$ cat src/verilog/sfife_pkg.sv
// constants for the serial flash instruction front end
package sfife_pkg;
	// instruction opcodes
	localparam logic [7:0] OP_WRITE_ENABLE = 8'h06; // write_enable_cmd
	localparam logic [7:0] OP_WRITE_DISABLE = 8'h04; // write_disable_cmd
	localparam logic [7:0] OP_ID_READ = 8'h9F; // identification_read_cmd
	localparam logic [7:0] OP_STATUS_READ = 8'h05; // status_read_cmd
	localparam logic [7:0] OP_STATUS_WRITE = 8'h01; // status_write_cmd
	localparam logic [7:0] OP_READ = 8'h03; // plain read
	localparam logic [7:0] OP_FAST_READ = 8'h0B; // fast read
	localparam logic [7:0] OP_PAGE_PROGRAM = 8'h02; // page_program_cmd
	localparam logic [7:0] OP_SECTOR_ERASE = 8'hD8; // sector_erase_cmd
	localparam logic [7:0] OP_ARRAY_ERASE = 8'hC7; // array_erase_cmd
	localparam logic [7:0] OP_DEEP_SLEEP = 8'hB9; // deep_sleep_cmd
	localparam logic [7:0] OP_WAKE_SIGNATURE = 8'hAB; // wake_signature_cmd
	// array organisation
	localparam int ADDR_W = 21; // linear byte address width
	localparam int SECTOR_BYTES = 65536; // bytes per sector
	localparam int PAGE_BYTES = 256; // bytes per page
	localparam int PAGE_COUNT = 8192; // pages in the array
	localparam int SECTOR_LSB = $clog2(SECTOR_BYTES); // sector field position
	localparam int PAGE_LSB = $clog2(PAGE_BYTES); // page field position
	localparam int PAGE_W = $clog2(PAGE_COUNT); // page index width
	// byte counts that frame each instruction (opcode included)
	localparam logic [3:0] CNT_OPCODE_ONLY = 4'h1;
	localparam logic [3:0] CNT_STATUS_WRITE = 4'h2;
	localparam logic [3:0] CNT_ADDR_END = 4'h4; // opcode plus three address bytes
	localparam logic [3:0] CNT_FAST_END = 4'h5; // plus one dummy byte
	localparam logic [3:0] CNT_MAX = 4'hF; // byte counter saturates here
	localparam logic [4:0] ID_LEN = 5'h14; // identification bytes, 20
	localparam logic [4:0] IDX_MAX = 5'h1F; // output index saturates here
	// identification and signature values, arbitrary except the field length
	localparam logic [7:0] ID_MAKER = 8'h5A; // arbitrary
	localparam logic [7:0] ID_TYPE = 8'h3C; // arbitrary
	localparam logic [7:0] ID_SIZE = 8'h15; // arbitrary
	localparam logic [7:0] ID_UID_LEN = 8'h10; // length of the trailing field
	localparam logic [7:0] SIGNATURE = 8'h6E; // arbitrary
	// reset values
	localparam logic [ADDR_W-1:0] ADDR_RST = 21'h00_0000;
	localparam logic [7:0] BYTE_RST = 8'h00;
	// serial engine phases
	typedef enum logic [4:0] {
		PH_CMD = 5'b0_0001, // shifting the opcode
		PH_ARG = 5'b0_0010, // address or dummy bytes before output
		PH_OUT = 5'b0_0100, // data-out stream
		PH_DATA = 5'b0_1000, // data-in or executed on deselect
		PH_IDLE = 5'b1_0000 // ignored until deselect
	} sfife_phase_e;
endpackage

$ cat src/verilog/sfife_sync.sv
// two flip-flop synchroniser, one stage pair per bit
`timescale 1ns/10ps
module sfife_sync #(
	parameter int W = 4
) (
	input wire logic sys_clk_in,
	input wire logic [W-1:0] async_in,
	output logic [W-1:0] sync_out
);
	logic [W-1:0] meta_q; // first stage, read only by the second
	// per-bit double registering
	for (genvar i = 0; i < W; i++) begin : g_bit
		always_ff @(posedge sys_clk_in) begin
			meta_q[i] <= async_in[i];
			sync_out[i] <= meta_q[i];
		end
	end
endmodule

$ cat src/verilog/sfife_tx_shift.sv
// output byte shifter, msb first, advanced on serial clock falls
`timescale 1ns/10ps
module sfife_tx_shift (
	input wire logic sys_clk_in,
	input wire logic resetn_in,
	input wire logic clear_in,
	input wire logic shift_in,
	input wire logic load_in,
	input wire logic [7:0] byte_in,
	output logic bit_out
);
	logic [6:0] rest_q; // bits still to go
	// load puts the msb on the line, otherwise shift the next bit out
	always_ff @(posedge sys_clk_in) begin
		if (!resetn_in || clear_in) begin
			rest_q <= 7'h00;
			bit_out <= 1'b0;
		end else if (shift_in && load_in) begin
			bit_out <= byte_in[7];
			rest_q <= byte_in[6:0];
		end else if (shift_in) begin
			bit_out <= rest_q[6];
			rest_q <= {rest_q[5:0], 1'b0};
		end
	end
endmodule

$ cat src/verilog/sfife_core.sv
// serial flash instruction front end: sampling, pause, decode, latch
`timescale 1ns/10ps
// Overview of operation
// - pause stalls link only, internal cycles continue
// - pause starts on hold fall with clock low
// - pause ends on hold rise with clock low
// - paused: output off, clock and data ignored
// - deselect during pause resets serial logic
// - linear address, 32 sectors, 8192 pages
// - program clears bits, erase by sector or whole array
// - all bytes travel msb first
// - data sampled on rising clock after select
// - opcode first, then address or data bytes
// - deselect during output ends instruction cleanly
// - modifying instructions need byte-aligned deselect
// - array access ignored while cycle busy
// - decode plain and fast read opcodes
// - decode status read, id read, status write
// - decode page program, sector and array erase
// - decode deep sleep and wake with signature
// - write enable opcode sets the latch
// - write disable opcode clears the latch
// - latch cleared at reset and modifying completions
// - latch clear refuses modifying instructions
module sfife_core import sfife_pkg::*; (
	input wire logic sys_clk_in,
	input wire logic resetn_in,
	input wire logic sclk_in,
	input wire logic cs_n_in,
	input wire logic din_in,
	input wire logic hold_n_in,
	input wire logic cycle_busy_flag_in,
	input wire logic [7:0] status_bits_in,
	input wire logic [7:0] array_data_in,
	output logic q_out,
	output logic q_oe_out,
	output logic paused_out,
	output logic write_enable_latch_out,
	output logic deep_sleep_out,
	output logic [ADDR_W-1:0] array_addr_out,
	output logic [PAGE_W-1:0] page_index_out,
	output logic [4:0] sector_index_out,
	output logic status_write_out,
	output logic [7:0] status_data_out,
	output logic page_program_out,
	output logic sector_erase_out,
	output logic array_erase_out,
	output logic prog_data_valid_out,
	output logic [7:0] prog_data_out,
	output logic cmd_rejected_out
);
	logic [3:0] pin_s; // synchronised pins
	logic sclk_p_q; // previous serial clock level
	logic cs_n_p_q; // previous chip select level
	logic pause_q, pause_d; // hold condition
	sfife_phase_e phase_q, phase_d; // serial engine phase
	logic [2:0] bit_cnt_q; // bits within current byte
	logic [3:0] byte_cnt_q; // completed bytes, saturating
	logic [6:0] shift_q; // incoming bits
	logic [7:0] op_q; // latched opcode
	logic [ADDR_W-1:0] addr_q; // address register
	logic [4:0] idx_q; // output byte index
	logic load_pend_q; // next fall loads a fresh byte
	logic out_live_q; // output stream started
	logic wel_q; // write_enable_latch
	logic sleep_q; // deep sleep state
	logic [7:0] sw_data_q; // status write byte
	logic tx_bit; // shifter output

	// all four pins cross into the system clock domain
	sfife_sync #(.W(4)) u_sync (
		.sys_clk_in(sys_clk_in),
		.async_in({hold_n_in, din_in, cs_n_in, sclk_in}),
		.sync_out(pin_s)
	);
	wire sclk_s = pin_s[0];
	wire cs_n_s = pin_s[1];
	wire din_s = pin_s[2];
	wire hold_s = pin_s[3];
	wire cs_low = ~cs_n_s;

	// edge strobes; pause masks clock edges, shift state is kept
	wire sclk_rise = sclk_s & ~sclk_p_q & cs_low & ~pause_q;
	wire sclk_fall = ~sclk_s & sclk_p_q & cs_low & ~pause_q;
	wire cs_rise = cs_n_s & ~cs_n_p_q;
	wire byte_done = sclk_rise & (bit_cnt_q == 3'd7);
	wire [7:0] rx_byte = {shift_q, din_s};
	wire [3:0] cnt_next = (byte_cnt_q == CNT_MAX) ? CNT_MAX : byte_cnt_q + 4'h1;

	// pause follows the hold pin only while the clock is low
	assign pause_d = cs_low & (sclk_s ? pause_q : ~hold_s);

	// opcode classification
	wire op_arr_rd = (rx_byte == OP_READ) | (rx_byte == OP_FAST_READ)
		| (rx_byte == OP_ID_READ);
	wire op_to_arg = (rx_byte == OP_READ) | (rx_byte == OP_FAST_READ)
		| (rx_byte == OP_WAKE_SIGNATURE);
	wire op_to_out = (rx_byte == OP_STATUS_READ) | (rx_byte == OP_ID_READ);
	wire op_to_data = (rx_byte == OP_WRITE_ENABLE) | (rx_byte == OP_WRITE_DISABLE)
		| (rx_byte == OP_STATUS_WRITE) | (rx_byte == OP_PAGE_PROGRAM)
		| (rx_byte == OP_SECTOR_ERASE) | (rx_byte == OP_ARRAY_ERASE)
		| (rx_byte == OP_DEEP_SLEEP);
	wire sleep_block = sleep_q & (rx_byte != OP_WAKE_SIGNATURE);
	wire busy_block = cycle_busy_flag_in & op_arr_rd;
	// phase chosen by the opcode; unknown ones fall to idle
	wire sfife_phase_e first_ph = (sleep_block | busy_block) ? PH_IDLE
		: op_to_arg ? PH_ARG : op_to_out ? PH_OUT
		: op_to_data ? PH_DATA : PH_IDLE;
	wire [3:0] arg_end = (op_q == OP_FAST_READ) ? CNT_FAST_END : CNT_ADDR_END;

	// phase sequencing
	always_comb begin
		phase_d = phase_q;
		if (cs_n_s) begin
			phase_d = PH_CMD;
		end else if (byte_done && phase_q == PH_CMD) begin
			phase_d = first_ph;
		end else if (byte_done && phase_q == PH_ARG && cnt_next == arg_end) begin
			phase_d = PH_OUT;
		end
	end

	// byte to send next
	wire [7:0] id_byte = (idx_q == 5'd0) ? ID_MAKER : (idx_q == 5'd1) ? ID_TYPE
		: (idx_q == 5'd2) ? ID_SIZE : (idx_q == 5'd3) ? ID_UID_LEN : BYTE_RST;
	wire [7:0] tx_byte = (op_q == OP_STATUS_READ)
		? {status_bits_in[7:2], wel_q, cycle_busy_flag_in}
		: (op_q == OP_ID_READ) ? ((idx_q < ID_LEN) ? id_byte : BYTE_RST)
		: (op_q == OP_WAKE_SIGNATURE) ? SIGNATURE : array_data_in;
	wire is_array_read = (op_q == OP_READ) | (op_q == OP_FAST_READ);
	wire load_now = sclk_fall & load_pend_q;

	// execution at byte-aligned deselect, never from a paused deselect
	wire exec_ok = cs_rise & ~pause_q & (phase_q == PH_DATA)
		& (bit_cnt_q == 3'd0);
	wire wr_ok = wel_q & ~cycle_busy_flag_in;
	wire write_enable_cmd_go = exec_ok & (op_q == OP_WRITE_ENABLE) & (byte_cnt_q == CNT_OPCODE_ONLY);
	wire write_disable_cmd_go = exec_ok & (op_q == OP_WRITE_DISABLE) & (byte_cnt_q == CNT_OPCODE_ONLY);
	wire dp_go = exec_ok & (op_q == OP_DEEP_SLEEP) & (byte_cnt_q == CNT_OPCODE_ONLY);
	wire be_go = exec_ok & wr_ok & (op_q == OP_ARRAY_ERASE)
		& (byte_cnt_q == CNT_OPCODE_ONLY);
	wire status_write_cmd_go = exec_ok & wr_ok & (op_q == OP_STATUS_WRITE)
		& (byte_cnt_q == CNT_STATUS_WRITE);
	wire se_go = exec_ok & wr_ok & (op_q == OP_SECTOR_ERASE)
		& (byte_cnt_q == CNT_ADDR_END);
	wire pp_go = exec_ok & wr_ok & (op_q == OP_PAGE_PROGRAM)
		& (byte_cnt_q > CNT_ADDR_END);
	wire wake_go = cs_rise & ~pause_q & (op_q == OP_WAKE_SIGNATURE)
		& (byte_cnt_q != 4'h0) & (phase_q != PH_CMD);
	wire any_go = write_enable_cmd_go | write_disable_cmd_go | dp_go | be_go | status_write_cmd_go | se_go | pp_go;
	wire reject = cs_rise & (phase_q == PH_DATA) & ~any_go;
	// one data strobe per page program byte
	wire prog_byte = byte_done & (phase_q == PH_DATA) & (op_q == OP_PAGE_PROGRAM)
		& (byte_cnt_q >= CNT_ADDR_END) & wr_ok;

	// edge history and pause state
	always_ff @(posedge sys_clk_in) begin
		if (!resetn_in) begin
			sclk_p_q <= 1'b0;
			cs_n_p_q <= 1'b1;
			pause_q <= 1'b0;
			phase_q <= PH_CMD;
		end else begin
			sclk_p_q <= sclk_s;
			cs_n_p_q <= cs_n_s;
			pause_q <= pause_d;
			phase_q <= phase_d;
		end
	end

	// bit and byte counting, opcode capture
	always_ff @(posedge sys_clk_in) begin
		if (!resetn_in || cs_n_s) begin
			bit_cnt_q <= 3'd0;
			byte_cnt_q <= 4'h0;
			shift_q <= 7'h00;
			op_q <= BYTE_RST;
		end else if (sclk_rise) begin
			bit_cnt_q <= bit_cnt_q + 3'd1;
			shift_q <= rx_byte[6:0];
			if (byte_done) begin
				byte_cnt_q <= cnt_next;
			end
			if (byte_done && phase_q == PH_CMD) begin
				op_q <= rx_byte;
			end
		end
	end

	// address gathering and read auto-increment
	always_ff @(posedge sys_clk_in) begin
		if (!resetn_in) begin
			addr_q <= ADDR_RST;
		end else if (byte_done && byte_cnt_q != 4'h0 && byte_cnt_q < CNT_ADDR_END
				&& op_q != OP_WAKE_SIGNATURE) begin
			addr_q <= {addr_q[ADDR_W-9:0], rx_byte};
		end else if (load_now && is_array_read) begin
			addr_q <= addr_q + 21'h00_0001;
		end
	end

	// output stream control
	always_ff @(posedge sys_clk_in) begin
		if (!resetn_in || cs_n_s) begin
			load_pend_q <= 1'b0;
			out_live_q <= 1'b0;
			idx_q <= 5'd0;
		end else if (byte_done && phase_d == PH_OUT) begin
			load_pend_q <= 1'b1;
		end else if (load_now) begin
			load_pend_q <= 1'b0;
			out_live_q <= 1'b1;
			idx_q <= (idx_q == IDX_MAX) ? IDX_MAX : idx_q + 5'd1;
		end
	end

	// latch and deep sleep
	always_ff @(posedge sys_clk_in) begin
		if (!resetn_in) begin
			wel_q <= 1'b0;
			sleep_q <= 1'b0;
		end else begin
			if (write_enable_cmd_go) begin
				wel_q <= 1'b1;
			end else if (write_disable_cmd_go | status_write_cmd_go | pp_go | se_go | be_go) begin
				wel_q <= 1'b0;
			end
			if (dp_go) begin
				sleep_q <= 1'b1;
			end else if (wake_go) begin
				sleep_q <= 1'b0;
			end
		end
	end

	// instruction pulses and captured data
	always_ff @(posedge sys_clk_in) begin
		if (!resetn_in) begin
			status_write_out <= 1'b0;
			page_program_out <= 1'b0;
			sector_erase_out <= 1'b0;
			array_erase_out <= 1'b0;
			cmd_rejected_out <= 1'b0;
			prog_data_valid_out <= 1'b0;
			prog_data_out <= BYTE_RST;
			sw_data_q <= BYTE_RST;
		end else begin
			status_write_out <= status_write_cmd_go;
			page_program_out <= pp_go;
			sector_erase_out <= se_go;
			array_erase_out <= be_go;
			cmd_rejected_out <= reject;
			prog_data_valid_out <= prog_byte;
			if (prog_byte) begin
				prog_data_out <= rx_byte;
			end
			if (byte_done && op_q == OP_STATUS_WRITE && byte_cnt_q == CNT_OPCODE_ONLY) begin
				sw_data_q <= rx_byte;
			end
		end
	end

	// output bit shifter
	sfife_tx_shift u_tx (
		.sys_clk_in(sys_clk_in),
		.resetn_in(resetn_in),
		.clear_in(cs_n_s),
		.shift_in(sclk_fall),
		.load_in(load_pend_q),
		.byte_in(tx_byte),
		.bit_out(tx_bit)
	);

	// pin drive: released when paused, deselected or not streaming
	assign q_out = tx_bit;
	assign q_oe_out = out_live_q & ~pause_q & cs_low & (phase_q == PH_OUT);
	assign paused_out = pause_q;
	assign write_enable_latch_out = wel_q;
	assign deep_sleep_out = sleep_q;
	assign status_data_out = sw_data_q;
	// ones in program data leave cells as they are; erase is sector-wide or array-wide
	assign array_addr_out = addr_q;
	assign page_index_out = addr_q[ADDR_W-1:PAGE_LSB];
	assign sector_index_out = addr_q[ADDR_W-1:SECTOR_LSB];
endmodule

$ cat config.mk
export PLATFORM = sky130hd
export DESIGN_NAME = sfife_core
export DESIGN_NICKNAME = d
export VERILOG_FILES = /design/src/verilog/sfife_pkg.sv /design/src/verilog/sfife_sync.sv /design/src/verilog/sfife_tx_shift.sv /design/src/verilog/sfife_core.sv
export SDC_FILE = /design/constraint.sdc
export NUM_CORES = 1
export LEC_CHECK = 0
export ABC_CLOCK_PERIOD_IN_PS = 6800
export BUFFER_PORTS_ARGS = -buffer_cell sky130_fd_sc_hd__buf_4
export CAP_MARGIN = 20
export CORE_ASPECT_RATIO = 2
export CORE_MARGIN = 2
export CORE_UTILIZATION = 30
export DETAILED_ROUTE_END_ITERATION = 12
export GPL_TIMING_DRIVEN = 0
export PLACE_DENSITY = 0.59
export SLEW_MARGIN = 20
export SYNTH_ARGS = -nofsm -noshare
export SYNTH_HDL_FRONTEND = slang
export SYNTH_SLANG_ARGS = --single-unit
$ cat constraint.sdc
create_clock -name sys_clk_in -period 6.8 [get_ports sys_clk_in]
set_input_delay 1.36 -clock sys_clk_in [delete_from_list [all_inputs] [get_ports sys_clk_in]]
set_output_delay 1.36 -clock sys_clk_in [all_outputs]
set_load 0.01 [all_outputs]
==> impl_metrics.json <==
{
  "cts.path.max_buffers": 2,
  "core_um2": 16200,
  "cts-root-buf": "clkbuf_16",
  "synth.area.top_cells": "dfxtp_1, nor2_1, nand2_1, mux2i_1, a21oi_1",
  "p_leak_nw": 2.41,
  "synthAdderAreaFrac": 0.0303,
  "peakVddDrop_uv": 113,
  "antenna_found_initial": 0,
  "grt_max_degree": 18,
  "finClkSkew_ps": 10.8,
  "yosys.area.top_type_share": 0.396,
  "worstHoldStart": "u_sync.meta_q[3]",
  "cts_tree": "built",
  "io_buffers": 86,
  "arrival_ps": 3180,
  "nets": 720,
  "dieArea_um2": 17600,
  "min_path_type": "reg -> reg",
  "finalInstanceArea_um2": 6180,
  "cts_resized": 0,
  "async_reset_ff_frac": 0,
  "post-route-period-util": 0.427,
  "cpPeakStageDelay_ps": 520,
  "totalWireLength_mm": 15.4,
  "maxCapViolations": 0,
  "die_x_um": 94.9,
  "synth_cells": 588,
  "wire_per_inst_um": 17.2,
  "ff_latch_area_um2": 1960,
  "slowest_stage": "nor2_1",
  "rr_worst_depth": 6,
  "outcome": "finished, final reports clean",
  "drt-pass1-iter-count": 5,
  "critPathCaptureType": "flop",
  "worst_slew_pin_slew_ps": 757,
  "hold_violations": 0,
  "start_kind": "input pin",
  "postCtsHoldBufs": 0,
  "rr_startpoint": "op_q[4]",
  "cts.sinks": 98,
  "rsz0062_at_grt": "false",
  "synthesis.nets": 623,
  "drtIter0Drc": 311,
  "worstSetupPathType": "in -> reg",
  "yosysUniqueCellTypes": 62,
  "htree_levels": 3,
  "rrSetupSlack_ps": 3960,
  "max_freq_mhz": 345,
  "grt_pass1_wl_mm": 23.7,
  "setup_violations": 0,
  "grt_pass1_vias": 4535,
  "multi_input_area_um2": 2660,
  "fill_cells": 1705,
  "ys_seq_area_frac": 0.396,
  "yosys.area.top_type": "dfxtp_1",
  "required_ps": 7070,
  "relSlewSlack": 0.488,
  "ys.flop_type": "dfxtp_1",
  "yosys.area_share.simple": 0.282,
  "io_pins": 89,
  "die_y_um": 186,
  "n_antenna_cell": 0,
  "post_cts_buffers": 0,
  "place.gp.congestion": 0.851,
  "min_period_ps": 2900,
  "post-dp-hpwl_mm": 11.9,
  "cts-buffers-inserted": 9,
  "dpl_cell_area_um2": 5860,
  "synth_xor_area_frac": 0.0212,
  "vias": 4774,
  "powerDensity_nw_per_um2": 187,
  "crit_chain": "buf_4 -> inv_1 -> nor2_1 -> clkinv_1 -> clkbuf_1 -> a21oi_1",
  "power_w": 0.00115,
  "synth_seq_cells": 98,
  "grt_overflow": 0,
  "hold_end": "u_sync.sync_out[3]",
  "holdPathStages": 0,
  "drc_errors": 0,
  "grt_use_total": 0.176,
  "drt-vias-per-instance": 5.34,
  "synth_top_family_by_area": "simple AND/OR/NAND/NOR gates",
  "synth.area.mux_share": 0.0485,
  "initial_core_util": 0.306,
  "totalNegativeSetupSlack_ps": 0,
  "synth_edf_count": 0,
  "drv_slew": 0,
  "clk_pin_slew_ps": 70,
  "core.rowCount": 66,
  "drive_gt1_frac": 0.207,
  "critPathMaxFanout": 10,
  "yosys_warnings": 0,
  "syn2layout_area_growth_pct": 24.7,
  "ant_nets": 0,
  "syn_area_um2": 4960,
  "path_delay_family": "buffers and inverters",
  "clkLatencyLatePin_ps": 350,
  "worst-path-buf-inv": 4,
  "synth_compound_area_frac": 0.153,
  "syn_area_per_cell_um2": 8.43,
  "timing.rr.end": "status_data_out[0]"
}
[where the power goes]
group | switching (W) | total (W) | internal (W) | leakage (nW)
Combinational | 0.0000232 | 0.0000381 | 0.0000149 | 1.47
Clock | 0.000235 | 0.000534 | 0.000299 | 0.150
Sequential | 0.00000361 | 0.000581 | 0.000577 | 0.793
Total | 0.000262 | 0.00115 | 0.000891 | 2.41
[cell usage after synthesis (all sizes together), types with 4 or more instances]
cell type and count:
a311oi 6, nand4 13, and3 4, a211oi 10, buf 24, nor4 15
nor4b 5, and2 5, or3 6, clkbuf 25, nand3b 5, mux2i 24
dfxtp 98, a31oi 5, nor3 15, xor2 9, a21oi 39, and4 5
inv 20, or4b 4, ha 12, o211ai 9, or4 5, nor2b 8
nand3 19, o221ai 4, nand2 66, o21ai 18, nor2 66
[per-stage QoR]
| stage | setup slack (ps) | util | instances | hold WS (ps) |
|---|---|---|---|---|
| 2_1_floorplan | 4200 | - | 588 | 310 |
| 3_3_place_gp | 3490 | 0.362 | 878 | 311 |
| 3_5_place_dp | 3500 | 0.362 | 878 | 312 |
| 4_1_cts | 3870 | 0.381 | 894 | 329 |
| 5_1_grt | 3740 | 0.382 | 894 | 336 |
| 6_report | 3900 | 0.382 | 894 | 327 |
[cell usage in the layout, fill, tap and decap left out, types with 8 or more instances in the layout]
cell type,instances
mux2i_1,24
a211oi_1,10
dfxtp_1,98
nor2_1,66
clkbuf_16,9
clkbuf_1,25
ha_1,12
a21oi_1,39
nand4_1,13
nor2b_1,8
o21ai_0,18
nand2_1,65
o211ai_1,9
inv_1,20
nand3_1,19
nor3_1,14
nor4_1,10
buf_4,104
xor2_1,9
[layer usage]
layer | global-route usage | up-vias | wire length [µm]
met3 | 0.0219 | 44 | 561
met1 | 0.170 | 2271 | 5470
li1 | - | 2297 | -
met2 | 0.346 | 162 | 8640
met5 | 0 | - | 0
met4 | 0.0991 | 0 | 728
[state kept, by name (all words and copies together), names as in the netlist, 3 cells and up]
| signal | flops |
|---|---|
| array_addr_out | 21 |
| bit_cnt_q | 3 |
| byte_cnt_q | 4 |
| idx_q | 5 |
| op_q | 8 |
| phase_q | 5 |
| prog_data_out | 8 |
| shift_q | 7 |
| status_data_out | 8 |
| u_sync.meta_q | 4 |
| u_sync.sync_out | 4 |
| u_tx.rest_q | 7 |
[kinds of logic (layout without fill, tap and decap cells)]
logic type,after synthesis,in the layout
mux,24,24
fa+ha+maj,12,12
xor+xnor,12,12
simple gates,256,256
flops,98,98
buf+inv,70,172
compound gates,116,116
[worst max-delay path by stage]
| stage | start | to | slack (ps) | cells after the start |
|---|---|---|---|---|
| floorplan | cycle_busy_flag_in | prog_data_out[0] | 4200 | 5 |
| global placement | resetn_in | shift_q[3] | 3490 | 6 |
| detailed placement | resetn_in | u_tx.bit_out | 3500 | 6 |
| CTS | resetn_in | shift_q[6] | 3870 | 6 |
| global route | resetn_in | u_tx.rest_q[2] | 3740 | 6 |
| finish | resetn_in | u_tx.rest_q[5] | 3900 | 6 |
[area by class of cell]
type | count | area share
plain buffers | 49 | 0.0429
clock buffers | 10 | 0.0387
flip-flops and latches | 98 | 0.317
repair buffers | 86 | 0.104
multi-input cells | 420 | 0.431
well taps | 204 | 0.0413
inverters | 21 | 0.0128
clock inverters | 6 | 0.0117
(Power assumes the default switching activity.)
